**src/include/hs_switch_pkg.sv**
```systemverilog
package hs_switch_pkg;

  // mclk period in ns (100 MHz)
  localparam int CLK_PERIOD_NS = 10;

  // filter times in microseconds
  localparam int OC_FILTER_US = 16;
  localparam int OL_FILTER_US = 64;
  localparam int OC_FILTER_CYC = (OC_FILTER_US * 1000) / CLK_PERIOD_NS;
  localparam int OL_FILTER_CYC = (OL_FILTER_US * 1000) / CLK_PERIOD_NS;

  // pwm base frequencies in Hz
  localparam int PWM_FREQ_LO_HZ = 200;
  localparam int PWM_FREQ_HI_HZ = 400;
  localparam int PWM_STEP_LO_CYC = (1000000000 / CLK_PERIOD_NS) / (PWM_FREQ_LO_HZ * 256);
  localparam int PWM_STEP_HI_CYC = (1000000000 / CLK_PERIOD_NS) / (PWM_FREQ_HI_HZ * 256);

  localparam int NUM_SWITCH = 4;
  localparam int NUM_PWM = 2;
  localparam int DUTY_W = 8;

  // per-switch control field encoding
  typedef enum logic [2:0] {
    SRC_OFF    = 3'h0,
    SRC_ON     = 3'h1,
    SRC_TIMER1 = 3'h2,
    SRC_TIMER2 = 3'h3,
    SRC_PWM1   = 3'h4,
    SRC_PWM2   = 3'h5
  } switch_src_t;

  localparam logic [2:0] CTRL_RESET = 3'h0;

  // chip operating modes
  typedef enum logic [4:0] {
    MODE_NORMAL   = 5'h01,
    MODE_STOP     = 5'h02,
    MODE_SLEEP    = 5'h04,
    MODE_RESTART  = 5'h08,
    MODE_FAILSAFE = 5'h10
  } chip_mode_t;

  // sticky fault flags gathered together
  typedef struct packed {
    logic                  supplyOver;
    logic                  supplyUnder;
    logic [NUM_SWITCH-1:0] overcurrent;
    logic [NUM_SWITCH-1:0] openLoad;
  } fault_flags_t;

  // per-switch analog comparator inputs
  typedef struct packed {
    logic overCurrent;
    logic underCurrent;
  } load_sense_t;

endpackage
```
**src/hdl/condition_filter.sv**
```systemverilog
`timescale 1ns/100ps
module condition_filter #(
  parameter int FILTER_CYC = 1600
) (
  input  wire logic mclk,
  input  wire logic nrst,
  input  wire logic active,
  output logic      fired
);
  localparam int CW = $clog2(FILTER_CYC + 1);
  logic [CW-1:0] count;

  // elaboration check: a zero filter time would never let the counter reach its end
  if (FILTER_CYC < 1) begin : gBadTime
    $error("filter time must be at least one cycle");
  end

  // count restarts whenever the condition drops; one-cycle fire at the full time
  always_ff @(posedge mclk or negedge nrst) begin
    if (!nrst) begin
      count <= '0;
      fired <= 1'b0;
    end else if (!active) begin
      count <= '0;
      fired <= 1'b0;
    end else if (count == CW'(FILTER_CYC - 1)) begin
      count <= '0;
      fired <= 1'b1;
    end else begin
      count <= count + CW'(1);
      fired <= 1'b0;
    end
  end
endmodule // condition_filter

```
**src/hdl/high_side_switch_control.sv**
```systemverilog
`timescale 1ns/100ps
// Notes on behaviour
// - each output driven by direct control, a timer, or a pwm generator
// - configuration writable only in normal mode; held and locked in stop or sleep
// - restart or fail-safe mode forces all outputs off
// - supply over-voltage switches outputs off unless disabled by config bit
// - supply under-voltage switches outputs off unless disabled by separate bit
// - after supply fault clears with recovery set, outputs return to programmed state
// - after supply fault clears with recovery clear, outputs stay off, fields cleared
// - supply events set only their own supply flag
// - overcurrent lasting the filter time switches that output off
// - overcurrent shutdown sets its flag and resets the control field to off
// - overcurrent flags are cleared only by the host
// - open load checked while on; filtered, flagged, output stays on
// - open-load flags stay set until the host clears them
// - protection and pwm/timer control stay active in stop and sleep
// - outputs off in restart/fail-safe; fields are kept, outputs resume when the mode ends
// - two pwm generators with independent 8-bit duty registers
// - each generator selects 200 Hz or 400 Hz independently
// - host programs duty and frequency before assignment; sharing allowed
// - pwm output starts at once when a field selects a generator
module high_side_switch_control
  import hs_switch_pkg::*;
#(
  parameter int NSW      = NUM_SWITCH,
  parameter int OC_CYC   = OC_FILTER_CYC,
  parameter int OL_CYC   = OL_FILTER_CYC,
  parameter int PWM_LO   = PWM_STEP_LO_CYC,
  parameter int PWM_HI   = PWM_STEP_HI_CYC
) (
  input  wire logic                         mclk,
  input  wire logic                         nrst,
  input  wire hs_switch_pkg::chip_mode_t    chipMode,
  input  wire logic                         ctrlWrite,
  input  wire logic [NUM_SWITCH*3-1:0]      ctrlData,
  input  wire logic                         dutyWriteA,
  input  wire logic                         dutyWriteB,
  input  wire logic [DUTY_W-1:0]            dutyData,
  input  wire logic                         freqWrite,
  input  wire logic [NUM_PWM-1:0]           freqData,
  input  wire logic                         cfgWrite,
  input  wire logic                         overvoltShutdownDisableIn,
  input  wire logic                         undervoltShutdownDisableIn,
  input  wire logic                         supplyFaultRecoveryIn,
  input  wire hs_switch_pkg::fault_flags_t  flagClear,
  input  wire logic                         timer1,
  input  wire logic                         timer2,
  input  wire logic                         supplyOvervolt,
  input  wire logic                         supplyUndervolt,
  input  wire hs_switch_pkg::load_sense_t [NUM_SWITCH-1:0] loadSense,
  output logic [NUM_SWITCH-1:0]             switchOutput,
  output logic [NUM_SWITCH*3-1:0]           switchControl,
  output logic [DUTY_W-1:0]                 pwmDutyA,
  output logic [DUTY_W-1:0]                 pwmDutyB,
  output logic [NUM_PWM-1:0]                pwmFreqSelect,
  output logic                              overvoltShutdownDisable,
  output logic                              undervoltShutdownDisable,
  output logic                              supplyFaultRecovery,
  output hs_switch_pkg::fault_flags_t       faultFlags
);
  import hs_switch_pkg::*;

  ////////////////////////////////////////////////////////////////////////
  // elaboration checks: the port widths follow the package switch count
  if (NSW != NUM_SWITCH) begin : gBadCount
    $error("switch count must match the package");
  end

  // filters need at least one cycle of qualification
  if (OC_CYC < 1 || OL_CYC < 1) begin : gBadFilter
    $error("filter times must be at least one cycle");
  end

  // the low frequency needs the longer prescaler step
  if (PWM_HI < 1 || PWM_LO < PWM_HI) begin : gBadStep
    $error("pwm step counts unusable");
  end

  logic                  cfgOpen;
  logic                  forcedOff;
  logic                  ovShut;
  logic                  uvShut;
  logic                  supplyShut;
  logic                  supplyShutQ;
  logic                  supplyRelease;
  logic                  dropFields;
  logic [NUM_PWM-1:0]    pwmWave;
  logic [NUM_SWITCH-1:0] ocFire;
  logic [NUM_SWITCH-1:0] olFire;
  logic [NUM_SWITCH-1:0] wantOn;
  logic [NUM_SWITCH-1:0] next_out;

  ////////////////////////////////////////////////////////////////////////
  // mode gating
  assign cfgOpen   = (chipMode == MODE_NORMAL);
  assign forcedOff = (chipMode == MODE_RESTART) || (chipMode == MODE_FAILSAFE);

  // supply shutdown only while its disable bit is clear
  assign ovShut        = supplyOvervolt && !overvoltShutdownDisable;
  assign uvShut        = supplyUndervolt && !undervoltShutdownDisable;
  assign supplyShut    = ovShut || uvShut;
  assign supplyRelease = supplyShutQ && !supplyShut;
  // release without recovery: fields clear, and the switch must not blink back on meanwhile
  assign dropFields    = supplyRelease && !supplyFaultRecovery;

  always_ff @(posedge mclk or negedge nrst) begin
    if (!nrst) supplyShutQ <= 1'b0;
    else supplyShutQ <= supplyShut;
  end

  ////////////////////////////////////////////////////////////////////////
  // configuration registers, locked outside normal mode
  always_ff @(posedge mclk or negedge nrst) begin
    if (!nrst) begin
      overvoltShutdownDisable  <= 1'b0;
      undervoltShutdownDisable <= 1'b0;
      supplyFaultRecovery      <= 1'b0;
    end else if (cfgWrite && cfgOpen) begin
      overvoltShutdownDisable  <= overvoltShutdownDisableIn;
      undervoltShutdownDisable <= undervoltShutdownDisableIn;
      supplyFaultRecovery      <= supplyFaultRecoveryIn;
    end
  end

  // independent duty and frequency per generator
  always_ff @(posedge mclk or negedge nrst) begin
    if (!nrst) begin
      pwmDutyA      <= '0;
      pwmDutyB      <= '0;
      pwmFreqSelect <= '0;
    end else if (cfgOpen) begin
      if (dutyWriteA) pwmDutyA <= dutyData;
      if (dutyWriteB) pwmDutyB <= dutyData;
      if (freqWrite) pwmFreqSelect <= freqData;
    end
  end

  ////////////////////////////////////////////////////////////////////////
  // pwm generators
  pwm_channel #(.STEP_LO(PWM_LO), .STEP_HI(PWM_HI)) pwmA (
    .mclk     (mclk),
    .nrst     (nrst),
    .duty     (pwmDutyA),
    .freqHigh (pwmFreqSelect[0]),
    .pwmOut   (pwmWave[0])
  );

  pwm_channel #(.STEP_LO(PWM_LO), .STEP_HI(PWM_HI)) pwmB (
    .mclk     (mclk),
    .nrst     (nrst),
    .duty     (pwmDutyB),
    .freqHigh (pwmFreqSelect[1]),
    .pwmOut   (pwmWave[1])
  );

  ////////////////////////////////////////////////////////////////////////
  // per-switch source select, filters and control fields
  genvar g;
  generate
    for (g = 0; g < NUM_SWITCH; g++) begin : gSw
      logic [2:0] field;
      assign field = switchControl[g*3 +: 3];

      // decode of the control field; unused codes act as off
      always_comb begin
        case (switch_src_t'(field))
          SRC_OFF:    wantOn[g] = 1'b0;
          SRC_ON:     wantOn[g] = 1'b1;
          SRC_TIMER1: wantOn[g] = timer1;
          SRC_TIMER2: wantOn[g] = timer2;
          SRC_PWM1:   wantOn[g] = pwmWave[0];
          SRC_PWM2:   wantOn[g] = pwmWave[1];
          default:    wantOn[g] = 1'b0;
        endcase
      end

      // protection stays active in every mode that lets the switch run
      assign next_out[g] = wantOn[g] && !forcedOff && !supplyShut && !dropFields
                           && !ocFire[g];

      // overcurrent filter watches only while the switch conducts
      condition_filter #(.FILTER_CYC(OC_CYC)) ocFilt (
        .mclk   (mclk),
        .nrst   (nrst),
        .active (switchOutput[g] && loadSense[g].overCurrent),
        .fired  (ocFire[g])
      );

      // open-load filter only in on-state
      condition_filter #(.FILTER_CYC(OL_CYC)) olFilt (
        .mclk   (mclk),
        .nrst   (nrst),
        .active (switchOutput[g] && loadSense[g].underCurrent),
        .fired  (olFire[g])
      );

      // field priority: overcurrent and a supply release without recovery override a host write
      always_ff @(posedge mclk or negedge nrst) begin
        if (!nrst) begin
          switchControl[g*3 +: 3] <= CTRL_RESET;
        end else if (ocFire[g]) begin
          switchControl[g*3 +: 3] <= SRC_OFF;
        end else if (dropFields) begin
          switchControl[g*3 +: 3] <= SRC_OFF;
        end else if (ctrlWrite && cfgOpen) begin
          switchControl[g*3 +: 3] <= ctrlData[g*3 +: 3];
        end
      end

      // sticky flags: hardware set beats host clear, never auto-cleared
      always_ff @(posedge mclk or negedge nrst) begin
        if (!nrst) begin
          faultFlags.overcurrent[g] <= 1'b0;
          faultFlags.openLoad[g]    <= 1'b0;
        end else begin
          if (ocFire[g]) faultFlags.overcurrent[g] <= 1'b1;
          else if (flagClear.overcurrent[g]) faultFlags.overcurrent[g] <= 1'b0;
          if (olFire[g]) faultFlags.openLoad[g] <= 1'b1;
          else if (flagClear.openLoad[g]) faultFlags.openLoad[g] <= 1'b0;
        end
      end
    end
  endgenerate

  ////////////////////////////////////////////////////////////////////////
  // output stage registered; release with recovery set resumes the field
  always_ff @(posedge mclk or negedge nrst) begin
    if (!nrst) switchOutput <= '0;
    else switchOutput <= next_out;
  end

  // supply flags set from the raw comparators, nothing else touched
  always_ff @(posedge mclk or negedge nrst) begin
    if (!nrst) begin
      faultFlags.supplyOver  <= 1'b0;
      faultFlags.supplyUnder <= 1'b0;
    end else begin
      if (supplyOvervolt) faultFlags.supplyOver <= 1'b1;
      else if (flagClear.supplyOver) faultFlags.supplyOver <= 1'b0;
      if (supplyUndervolt) faultFlags.supplyUnder <= 1'b1;
      else if (flagClear.supplyUnder) faultFlags.supplyUnder <= 1'b0;
    end
  end
endmodule // high_side_switch_control

```
**src/hdl/pwm_channel.sv**
```systemverilog
`timescale 1ns/100ps
module pwm_channel
  import hs_switch_pkg::*;
#(
  parameter int STEP_LO = PWM_STEP_LO_CYC,
  parameter int STEP_HI = PWM_STEP_HI_CYC
) (
  input  wire logic              mclk,
  input  wire logic              nrst,
  input  wire logic [DUTY_W-1:0] duty,
  input  wire logic              freqHigh,
  output logic                   pwmOut
);
  localparam int PW = $clog2(STEP_LO + 1);
  logic [PW-1:0]     prescale;
  logic [DUTY_W-1:0] phase;
  logic              stepDone;

  // elaboration check: the prescaler is sized for the low frequency, the longer step
  if (STEP_HI < 1 || STEP_LO < STEP_HI) begin : gBadStep
    $error("pwm step counts unusable");
  end

  assign stepDone = freqHigh ? (prescale >= PW'(STEP_HI - 1)) : (prescale >= PW'(STEP_LO - 1));

  // prescaler gives 256 steps per period at the chosen frequency
  always_ff @(posedge mclk or negedge nrst) begin
    if (!nrst) prescale <= '0;
    else if (stepDone) prescale <= '0;
    else prescale <= prescale + PW'(1);
  end

  // free-running phase counter, never reset by host writes
  always_ff @(posedge mclk or negedge nrst) begin
    if (!nrst) phase <= '0;
    else if (stepDone) phase <= phase + DUTY_W'(1);
  end

  // on while the phase is below the duty value
  always_ff @(posedge mclk or negedge nrst) begin
    if (!nrst) pwmOut <= 1'b0;
    else pwmOut <= (phase < duty);
  end
endmodule // pwm_channel

```
**config.mk**
```make
export PLATFORM = sky130hd
export DESIGN_NAME = high_side_switch_control
export DESIGN_NICKNAME = d
export VERILOG_FILES = /design/src/include/hs_switch_pkg.sv /design/src/hdl/condition_filter.sv /design/src/hdl/high_side_switch_control.sv /design/src/hdl/pwm_channel.sv
export SDC_FILE = /design/constraint.sdc
export NUM_CORES = 1
export LEC_CHECK = 0
export BUFFER_PORTS_ARGS = -buffer_cell sky130_fd_sc_hd__buf_2
export CAP_MARGIN = 20
export CORE_UTILIZATION = 38
export DETAILED_ROUTE_END_ITERATION = 10
export GPL_ROUTABILITY_DRIVEN = 0
export PLACE_DENSITY_LB_ADDON = 0.05
export SLEW_MARGIN = 5
export SYNTH_ARGS = -nofsm -noshare
export SYNTH_HDL_FRONTEND = slang
export SYNTH_SLANG_ARGS = --single-unit
```
**constraint.sdc**
```tcl
create_clock -name mclk -period 2.6 [get_ports mclk]
set_input_delay 0.52 -clock mclk [delete_from_list [all_inputs] [get_ports mclk]]
set_output_delay 0.52 -clock mclk [all_outputs]
set_load 0.005 [all_outputs]
```
==> results of run 1 <==
## where the power goes
group          switching [mW]  leakage [nW]  internal, mW
clock                    1.17         0.291          1.47
sequential             0.0882          2.61          3.07
combinational           0.232          1.90         0.212
total                    1.49          4.80          4.76
## worst paths after layout
check                                               from                        end  depth (start not counted)
max in group asynchronous                           nrst    pwmDutyB[3]$_DFFE_PN0P_                          2
setup / recovery              pwmA.prescale[0]$_DFF_PN0_  pwmA.phase[1]$_DFFE_PN0N_                          5
setup reg to reg              pwmA.prescale[0]$_DFF_PN0_  pwmA.phase[1]$_DFFE_PN0N_                          5
hold reg to reg            gSw[0].olFilt.fired$_DFF_PN0_  faultFlags[0]$_DFFE_PN0P_                          1
hold / removal                                      nrst  faultFlags[0]$_DFFE_PN0P_                          1
min in group mclk                           flagClear[9]  faultFlags[9]$_DFFE_PN0P_                          2
## flip-flops by register name (all words and copies together), names as in the netlist, 8 cells and up
signal / flops
gSw.olFilt.count: 52
gSw.ocFilt.count: 44
gSw.field: 12
pwmA.prescale: 11
pwmB.prescale: 11
faultFlags: 10
pwmA.phase: 8
pwmB.phase: 8
pwmDutyA: 8
pwmDutyB: 8
## worst max-delay path, delay by kind of cell (launching register included)
| family | cells | cell delay (ns) |
|---|---|---|
| fa+ha+maj | 1 | 0.26 |
| mux | 1 | 0.41 |
| flops | 1 | 0.43 |
| compound gates | 3 | 1.17 |
## per-stage QoR
step	utilization	power (mW)
after floorplan	-	3.39
after global placement	0.427	3.66
after detailed placement	0.427	3.67
after CTS	0.453	6.36
after global routing	0.454	6.54
final	0.454	6.25
## cell usage after synthesis, types with 2 or more instances
library cell | count | area, um2
sky130_fd_sc_hd__a2111oi_0 | 4 | 35.0
sky130_fd_sc_hd__a22oi_1 | 12 | 90.1
sky130_fd_sc_hd__or3_1 | 4 | 25.0
sky130_fd_sc_hd__clkbuf_1 | 3 | 11.3
sky130_fd_sc_hd__o21bai_2 | 2 | 22.5
sky130_fd_sc_hd__dfrtp_1 | 192 | 4800
sky130_fd_sc_hd__mux2_2 | 22 | 248
sky130_fd_sc_hd__nand3_1 | 72 | 360
sky130_fd_sc_hd__o41ai_1 | 2 | 17.5
sky130_fd_sc_hd__xor2_1 | 61 | 534
sky130_fd_sc_hd__nor3b_1 | 3 | 22.5
sky130_fd_sc_hd__and4_1 | 7 | 61.3
sky130_fd_sc_hd__a311oi_1 | 5 | 43.8
sky130_fd_sc_hd__nor2_1 | 153 | 574
sky130_fd_sc_hd__nor4b_1 | 5 | 43.8
sky130_fd_sc_hd__inv_1 | 51 | 191
sky130_fd_sc_hd__a31oi_1 | 2 | 12.5
sky130_fd_sc_hd__ha_1 | 28 | 350
sky130_fd_sc_hd__buf_2 | 5 | 25.0
sky130_fd_sc_hd__buf_4 | 2 | 15.0
sky130_fd_sc_hd__nor3_1 | 11 | 55.1
sky130_fd_sc_hd__nand2b_1 | 5 | 31.3
sky130_fd_sc_hd__nand4_1 | 21 | 131
sky130_fd_sc_hd__nand2_1 | 42 | 158
sky130_fd_sc_hd__o21ai_0 | 13 | 65.1
sky130_fd_sc_hd__xnor2_1 | 46 | 403
sky130_fd_sc_hd__and2_1 | 4 | 25.0
sky130_fd_sc_hd__a21oi_1 | 12 | 60.1
sky130_fd_sc_hd__a21o_1 | 15 | 113
sky130_fd_sc_hd__and3_1 | 10 | 62.6
sky130_fd_sc_hd__nor4_1 | 2 | 12.5
## area by class of cell
| class | count | area [um2] | share of cell area |
|---|---|---|---|
| inverter | 51 | 191 | 0.0187 |
| multi-input combinational | 575 | 3680 | 0.360 |
| clock buffer | 20 | 457 | 0.0446 |
| timing repair buffer | 111 | 617 | 0.0602 |
| tap | 285 | 357 | 0.0348 |
| clock inverter | 12 | 131 | 0.0128 |
| sequential | 192 | 4800 | 0.469 |
## cell families after synthesis
group | count (synthesis) | share of synthesized area
AND/OR/NAND/NOR | 342 | 0.181
adder cells (fa/ha/maj) | 28 | 0.0401
multiplexers | 23 | 0.0297
flip-flops | 192 | 0.550
AO/OA/AOI/OAI | 75 | 0.0631
XOR/XNOR | 107 | 0.107
buffers and inverters | 61 | 0.0278
## routing by layer
layer,wire (um),vias up
li1,-,3046
met1,8820,2882
met2,7790,114
met3,786,15
met4,252,0
met5,0,-
==> impl_summary.md, run 1 <==
Floorplan
The effective utilization at floorplan is 0.387. Row generation in the floorplan step produced 55 rows. The area of the core region is 22600 um2.

The die covers 23600 um2. The I/O pin count is 106. The floorplan die width is 154 um. The die is 154 um tall.

Critical path
STA classifies the critical path startpoint as a flop. The nature of the critical path endpoint is a flop. The largest single stage delay on the critical path is 0.94 ns. The critical path required time is 2.93 ns. The slowest stage of the critical path is the sky130_fd_sc_hd__o41ai_4 cell.

In this run the worst path has a maximum fanout of 19. The arrival time of the worst setup path is 2.71 ns. For flop-to-flop paths, the worst setup slack is 0.22 ns. The critical path in this run is classified as flop to flop. The signal on the critical path passes through ha_1, a21o_1, a311oi_1, o41ai_4, mux2_2.

STA
Setup repair after global routing left no endpoint under its margin. The worst clock skew on the final layout is 0.00854 ns. The post-route worst setup slack is 0.222 ns. The share of the cycle needed by the critical path after routing is 0.915. For the pin with the worst max-slew slack, the measured transition is 1.05 ns. The routed design could run at a clock period as short as 2.38 ns.

The total count of hold-check failures in the final report is 0. The max-slew headroom at the worst pin is 0.295. The achievable frequency is 421 MHz. The worst hold slack is 0.0642 ns. The max-slew violation total from the final report was 0. In the final timing run, aggregate negative setup slack is 0 ns.

The final count of negative-setup-slack endpoints is 0.

Routing
After detailed routing, the average wire length per cell comes to 14.2 um. The detailed router placed 6057 vias in this run. The remaining antenna violation count after routing is 0. Using the TritonRoute via totals, the vias-per-cell ratio works out to 4.86. The routed design has 17600 um of wire. The total iterations of the first detailed-routing run is 4. The first routing iteration left 280 violations. After detailed routing, the number of remaining DRC violations is 0.

Layout
The number of antenna diodes in the final layout is 0. The leading cell type in the layout, fill and taps excluded is sky130_fd_sc_hd__dfrtp_1. The count of cells in the finished layout, fillers not included, comes to 1246. The top cell types in the final layout, fill and taps aside, are 192 x sky130_fd_sc_hd__dfrtp_1, 153 x sky130_fd_sc_hd__nor2_1, 104 x sky130_fd_sc_hd__buf_2, 72 x sky130_fd_sc_hd__nand3_1, 61 x sky130_fd_sc_hd__xor2_1. The layout cell share with drive strength beyond 1 is 0.175.

After filler insertion, the fill cell instance count of the layout stands at 2179. The signed area change from the synthesized netlist to the final layout is 17.3%. The final net count is 1035. The finished cells cover 10200 um2.

Placement
The count of buffers added on input and output ports is 105. The pre-CTS setup slack is 0.217 ns. The total placed cells including tap cells is 1213. After detailed placement, the total cell area comes to 9640 um2.

The post-detailed-placement half-perimeter wirelength is 12400 um.

GRT
The number of antenna violations at the first check in global routing is 0. The largest net degree at the start of global routing is 65. For met1 alone, demand over resource in global routing was 0.227. For met3 alone, demand over resource in global routing was 0.0355. The wire length of the first global-routing pass is 30500 um. For this run, the total global-route usage over all layers was measured as 0.162. The via count of the first global-routing pass is 6058. met2 is the most crowded layer. The global-route met2 utilization is 0.247. For this run the aggregate overflow at the end of global routing stands at 0.

Clock tree
The clock reaches the later pin of the worst-skew pair after 0.44 ns. The master cell of the clock root buffer is sky130_fd_sc_hd__clkbuf_16. The clock passes through at most 2 buffers. The post-CTS setup repair buffer count is 0.

The register clock-pin slew on the reported worst setup and hold paths is 0.07 ns. For this design, the CTS-stage hold fixing added 0 buffers. Post-CTS repair changed the size of 0 cells. The maximum level of the CTS H-tree is 4.

The clock sink total is 192. In this run, CTS created clock tree buffers numbering 17. The clock tree from TritonCTS is built.

Pwr
In this run the power density over the cells is 611 nW/um2. The analysis attributes to cell leakage a power of 4.80 nW. The peak supply drop is 357 uV.

Synth
The post-synthesis cell type count is 43. The instance count of the mapped netlist is 828. The count of state elements after synthesis is 192. After synthesis, the share of flip-flops with an asynchronous set or reset is 1.00. After synthesis, the mean cell area works out to 10.5 um2.

The net count after synthesis is 915. The sequential area share after synthesis is 0.550. After synthesis the cells add up to 8730 um2. Yosys mapped a number of flops with a built-in enable equal to 0. The most used flip-flop cell after synthesis is sky130_fd_sc_hd__dfrtp_1. The total number of yosys warnings is 0.

Job
Across the run, the number of max-cap violations was 0.

Hold path
The path class of the tightest hold or removal check is input pin to async pin.

Status
The flow ran to the end, and the final reports show no timing, DRC or antenna violations.
(Power assumes the default switching activity.)
==> inputs of run 2 (changes only) <==
Settings changed: CTS_BUF_LIST from default to sky130_fd_sc_hd__clkbuf_4 sky130_fd_sc_hd__clkbuf_8.
==> run 2 against run 1 <==
Die area unchanged; hold slack worse by 0.030 ns; global-route usage shrank 0.25 points; critical path depth increased by 1; maximum frequency fell by 1.1%; sequential power is essentially flat; count of clock-buffer cells in the layout is the same; clock skew grew 0.0061 ns; clock power down 25%; cell count is the same; critical path type unchanged; largest cell class unchanged; highest routed layer unchanged.
==> impl_summary.md, run 2 (same netlist as run 1, synthesis figures left out) <==
Pwr
The static leakage is 4.72 nW. The cell-internal power is 4.20 mW. Of the total power, the share spent switching nets is 0.248.

Of the total power, combinational logic draws 0.079. IR analysis of the VDD net gives a maximum drop of 317 uV. Of the total power, registers draw 0.565. The total power density per cell area is 557 nW/um2.

The reported net switching power is 1.39 mW. The share of total power dissipated in the clock network is 0.356.

STA
Setup repair after global routing left no endpoint under its margin. The total count of hold-check failures in the final report was 0. The worst clock skew on the final layout is 0.0146 ns. The final count of negative-setup-slack endpoints is 0.

The max-slew headroom at the worst pin is 0.280. Dividing the final minimum period by the clock period gives 0.925. The achievable frequency is 416 MHz. In the post-route analysis, the smallest setup slack over all paths is 0.196 ns. The minimum period implied by the final worst setup slack is 2.40 ns. The transition time at the pin with the least slew margin is 1.08 ns. The max-slew violation total from the final report is 0. The final total negative setup slack is 0 ns.

Critical path
The largest incremental delay on the critical path is 0.95 ns. The number of buffer and inverter instances along the worst setup path is 0. The worst setup path is launched from a flop. The worst setup path is captured at a flop. Data on the critical path arrives at its endpoint at 2.79 ns. The largest fanout on the critical path is 19. The number of cell instances on the worst register-to-register path is 6.

In this run the critical register-to-register path is captured at pwmA.phase[6]$_DFFE_PN0N_. The launch point of the worst reg-to-reg path is pwmA.prescale[0]$_DFF_PN0_. The setup check on the worst reg-to-reg path leaves a slack of 0.20 ns.

The cell family contributing the most delay on the critical path is compound AO/OA/AOI/OAI gates. The critical path required time is 2.99 ns. The master of the slowest instance on the critical path is sky130_fd_sc_hd__o41ai_4.

The critical path in this run is classified as flop to flop. The critical path goes through ha_1, a21o_1, a311oi_1, o41ai_4, and3_1, xor2_1.

Clock tree
The clock tree from TritonCTS is built. The clock passes through at most 2 buffers. The clock sink total is 192.

The maximum level of the CTS H-tree is 4. For the worst-skew pair, the clock arrives at the later sink with an insertion delay of 0.46 ns. Gates resized during post-CTS repair numbered 0. Clock tree synthesis inserted a total of 17 buffers. The number of hold buffers added after CTS was 0. The post-CTS setup repair buffer count is 0. CTS placed an instance of sky130_fd_sc_hd__clkbuf_8 at the clock tree root. The register clock-pin slew on the reported worst setup and hold paths is 0.10 ns.

Routing
The overall via count from detail_route is 6055. For this run, the detailed router's first-pass iteration total came to 4. The DRC marker count from the first detailed-route iteration is 259.

In the routed design, unresolved DRC markers number 0. The detail route stage leaves a number of antenna-violating nets equal to 0. After detailed routing, the average wire length per cell comes to 14.1 um. The average via count per standard cell is 4.86. The total wire length is 17500 um.

GRT
The first global-routing pass estimated 30200 um of wire. In the global route stage, overall resource usage came out at 0.159. Entering global routing, the biggest net connects 65 pins. The number of antenna violations at the first check in global routing is 0. The via count of the first global-routing pass is 6025. Summed over all layers, the global routing overflow is 0.

Floorplan
The effective utilization at floorplan is 0.387. The I/O pin count is 106. The floorplan die width is 154 um. The area enclosed by the die boundary is 23600 um2. The number of rows in the core area is 55.

The floorplan step defined a core boundary enclosing 22600 um2. The die is 154 um tall.

Layout
The top cell types in the final layout, fill and taps aside, are 192 x sky130_fd_sc_hd__dfrtp_1, 153 x sky130_fd_sc_hd__nor2_1, 104 x sky130_fd_sc_hd__buf_2, 72 x sky130_fd_sc_hd__nand3_1, 61 x sky130_fd_sc_hd__xor2_1. The register with the most flip-flops in the final layout is gSw.olFilt.count. The leading cell type in the layout, fill and taps excluded is sky130_fd_sc_hd__dfrtp_1. The layout cell share with drive strength beyond 1 is 0.176. The number of antenna diodes is 0. The final net count is 1035. The register with the most flip-flops in the layout has 52 of them. The number of standard cells in the final layout excluding fillers is 1246. Compared with the post-synthesis result, the final layout area differs by 15.2%.

Hold path
The worst hold path belongs to the class input pin to async pin.

Job
The count of max-cap constraint violations is 0.

Placement
OpenSTA, run right after detailed placement, puts the worst setup slack at 0.217 ns. Input and output buffers added on the ports amount to 105. Once placement completed, the tool counted placed cells totaling 1213. Detailed placement finished with a half-perimeter wire length of 12400 um.

Status
The flow ran to the end, and the final reports show no timing, DRC or antenna violations.
[run 2: cell counts in the layout (fill, tap and decap cells not counted)]
Identical to the previous run, type by type.
[run 2: area by class of cell]
type                       count  area [um2]
fill                        2201       12500
timing repair buffer         111         617
clock buffer                  20         269
inverter                      51         191
clock inverter                12         131
sequential                   192        4800
multi-input combinational    575        3680
tap                          285         357
[run 2: how the worst max path moves through the flow]
stage | startpoint | to | slack (ns) | cells past startpoint
2_1_floorplan | pwmB.prescale[0]$_DFF_PN0_ | pwmB.phase[1]$_DFFE_PN0N_ | 0.71 | 6
3_3_place_gp | pwmA.prescale[0]$_DFF_PN0_ | pwmA.phase[1]$_DFFE_PN0N_ | 0.22 | 5
3_5_place_dp | pwmA.prescale[0]$_DFF_PN0_ | pwmA.phase[1]$_DFFE_PN0N_ | 0.22 | 5
4_1_cts | pwmA.prescale[0]$_DFF_PN0_ | pwmA.phase[6]$_DFFE_PN0N_ | 0.20 | 6
5_1_grt | pwmA.prescale[0]$_DFF_PN0_ | pwmA.phase[7]$_DFFE_PN0N_ | 0.01 | 6
6_report | pwmA.prescale[0]$_DFF_PN0_ | pwmA.phase[6]$_DFFE_PN0N_ | 0.20 | 6
[run 2: power groups by stage]
stage | combinational (mW) | clock, mW | sequential, mW
final | 0.444 | 1.99 | 3.16
after global placement | 0.444 | 0 | 3.22
after global routing | 0.506 | 2.21 | 3.17
after detailed placement | 0.449 | 0 | 3.22
after floorplan | 0.199 | 0 | 3.20
after CTS | 0.454 | 2.09 | 3.16
[run 2: worst reg2reg max path, stage by stage (launching register included)]
cell,delay [ns]
sky130_fd_sc_hd__dfrtp_1,0.44
sky130_fd_sc_hd__ha_1,0.26
sky130_fd_sc_hd__a21o_1,0.11
sky130_fd_sc_hd__a311oi_1,0.12
sky130_fd_sc_hd__o41ai_4,0.95
sky130_fd_sc_hd__and3_1,0.30
sky130_fd_sc_hd__xor2_1,0.14
[run 2: per-layer routing]
| metal | wire [um] | share of wire | track usage | vias to the layer above |
|---|---|---|---|---|
| li1 | - | - | - | 3045 |
| met1 | 8930 | 0.51 | 0.226 | 2905 |
| met2 | 7900 | 0.45 | 0.244 | 93 |
| met3 | 558 | 0.032 | 0.0364 | 12 |
| met4 | 120 | 0.0069 | 0.0443 | 0 |
| met5 | 0 | 0 | 0 | - |
[run 2: stage by stage]
step / hold slack (ns) / power (mW) / cell area, um2 / util
final: 0.0344 / 5.59 / 10100 / 0.445
after global routing: 0.0439 / 5.89 / 10100 / 0.445
after CTS: 0.0285 / 5.71 / 10000 / 0.445
after detailed placement: 0.421 / 3.67 / 9640 / 0.427
after global placement: 0.410 / 3.66 / 9640 / 0.427
after floorplan: 0.224 / 3.39 / 8730 / -
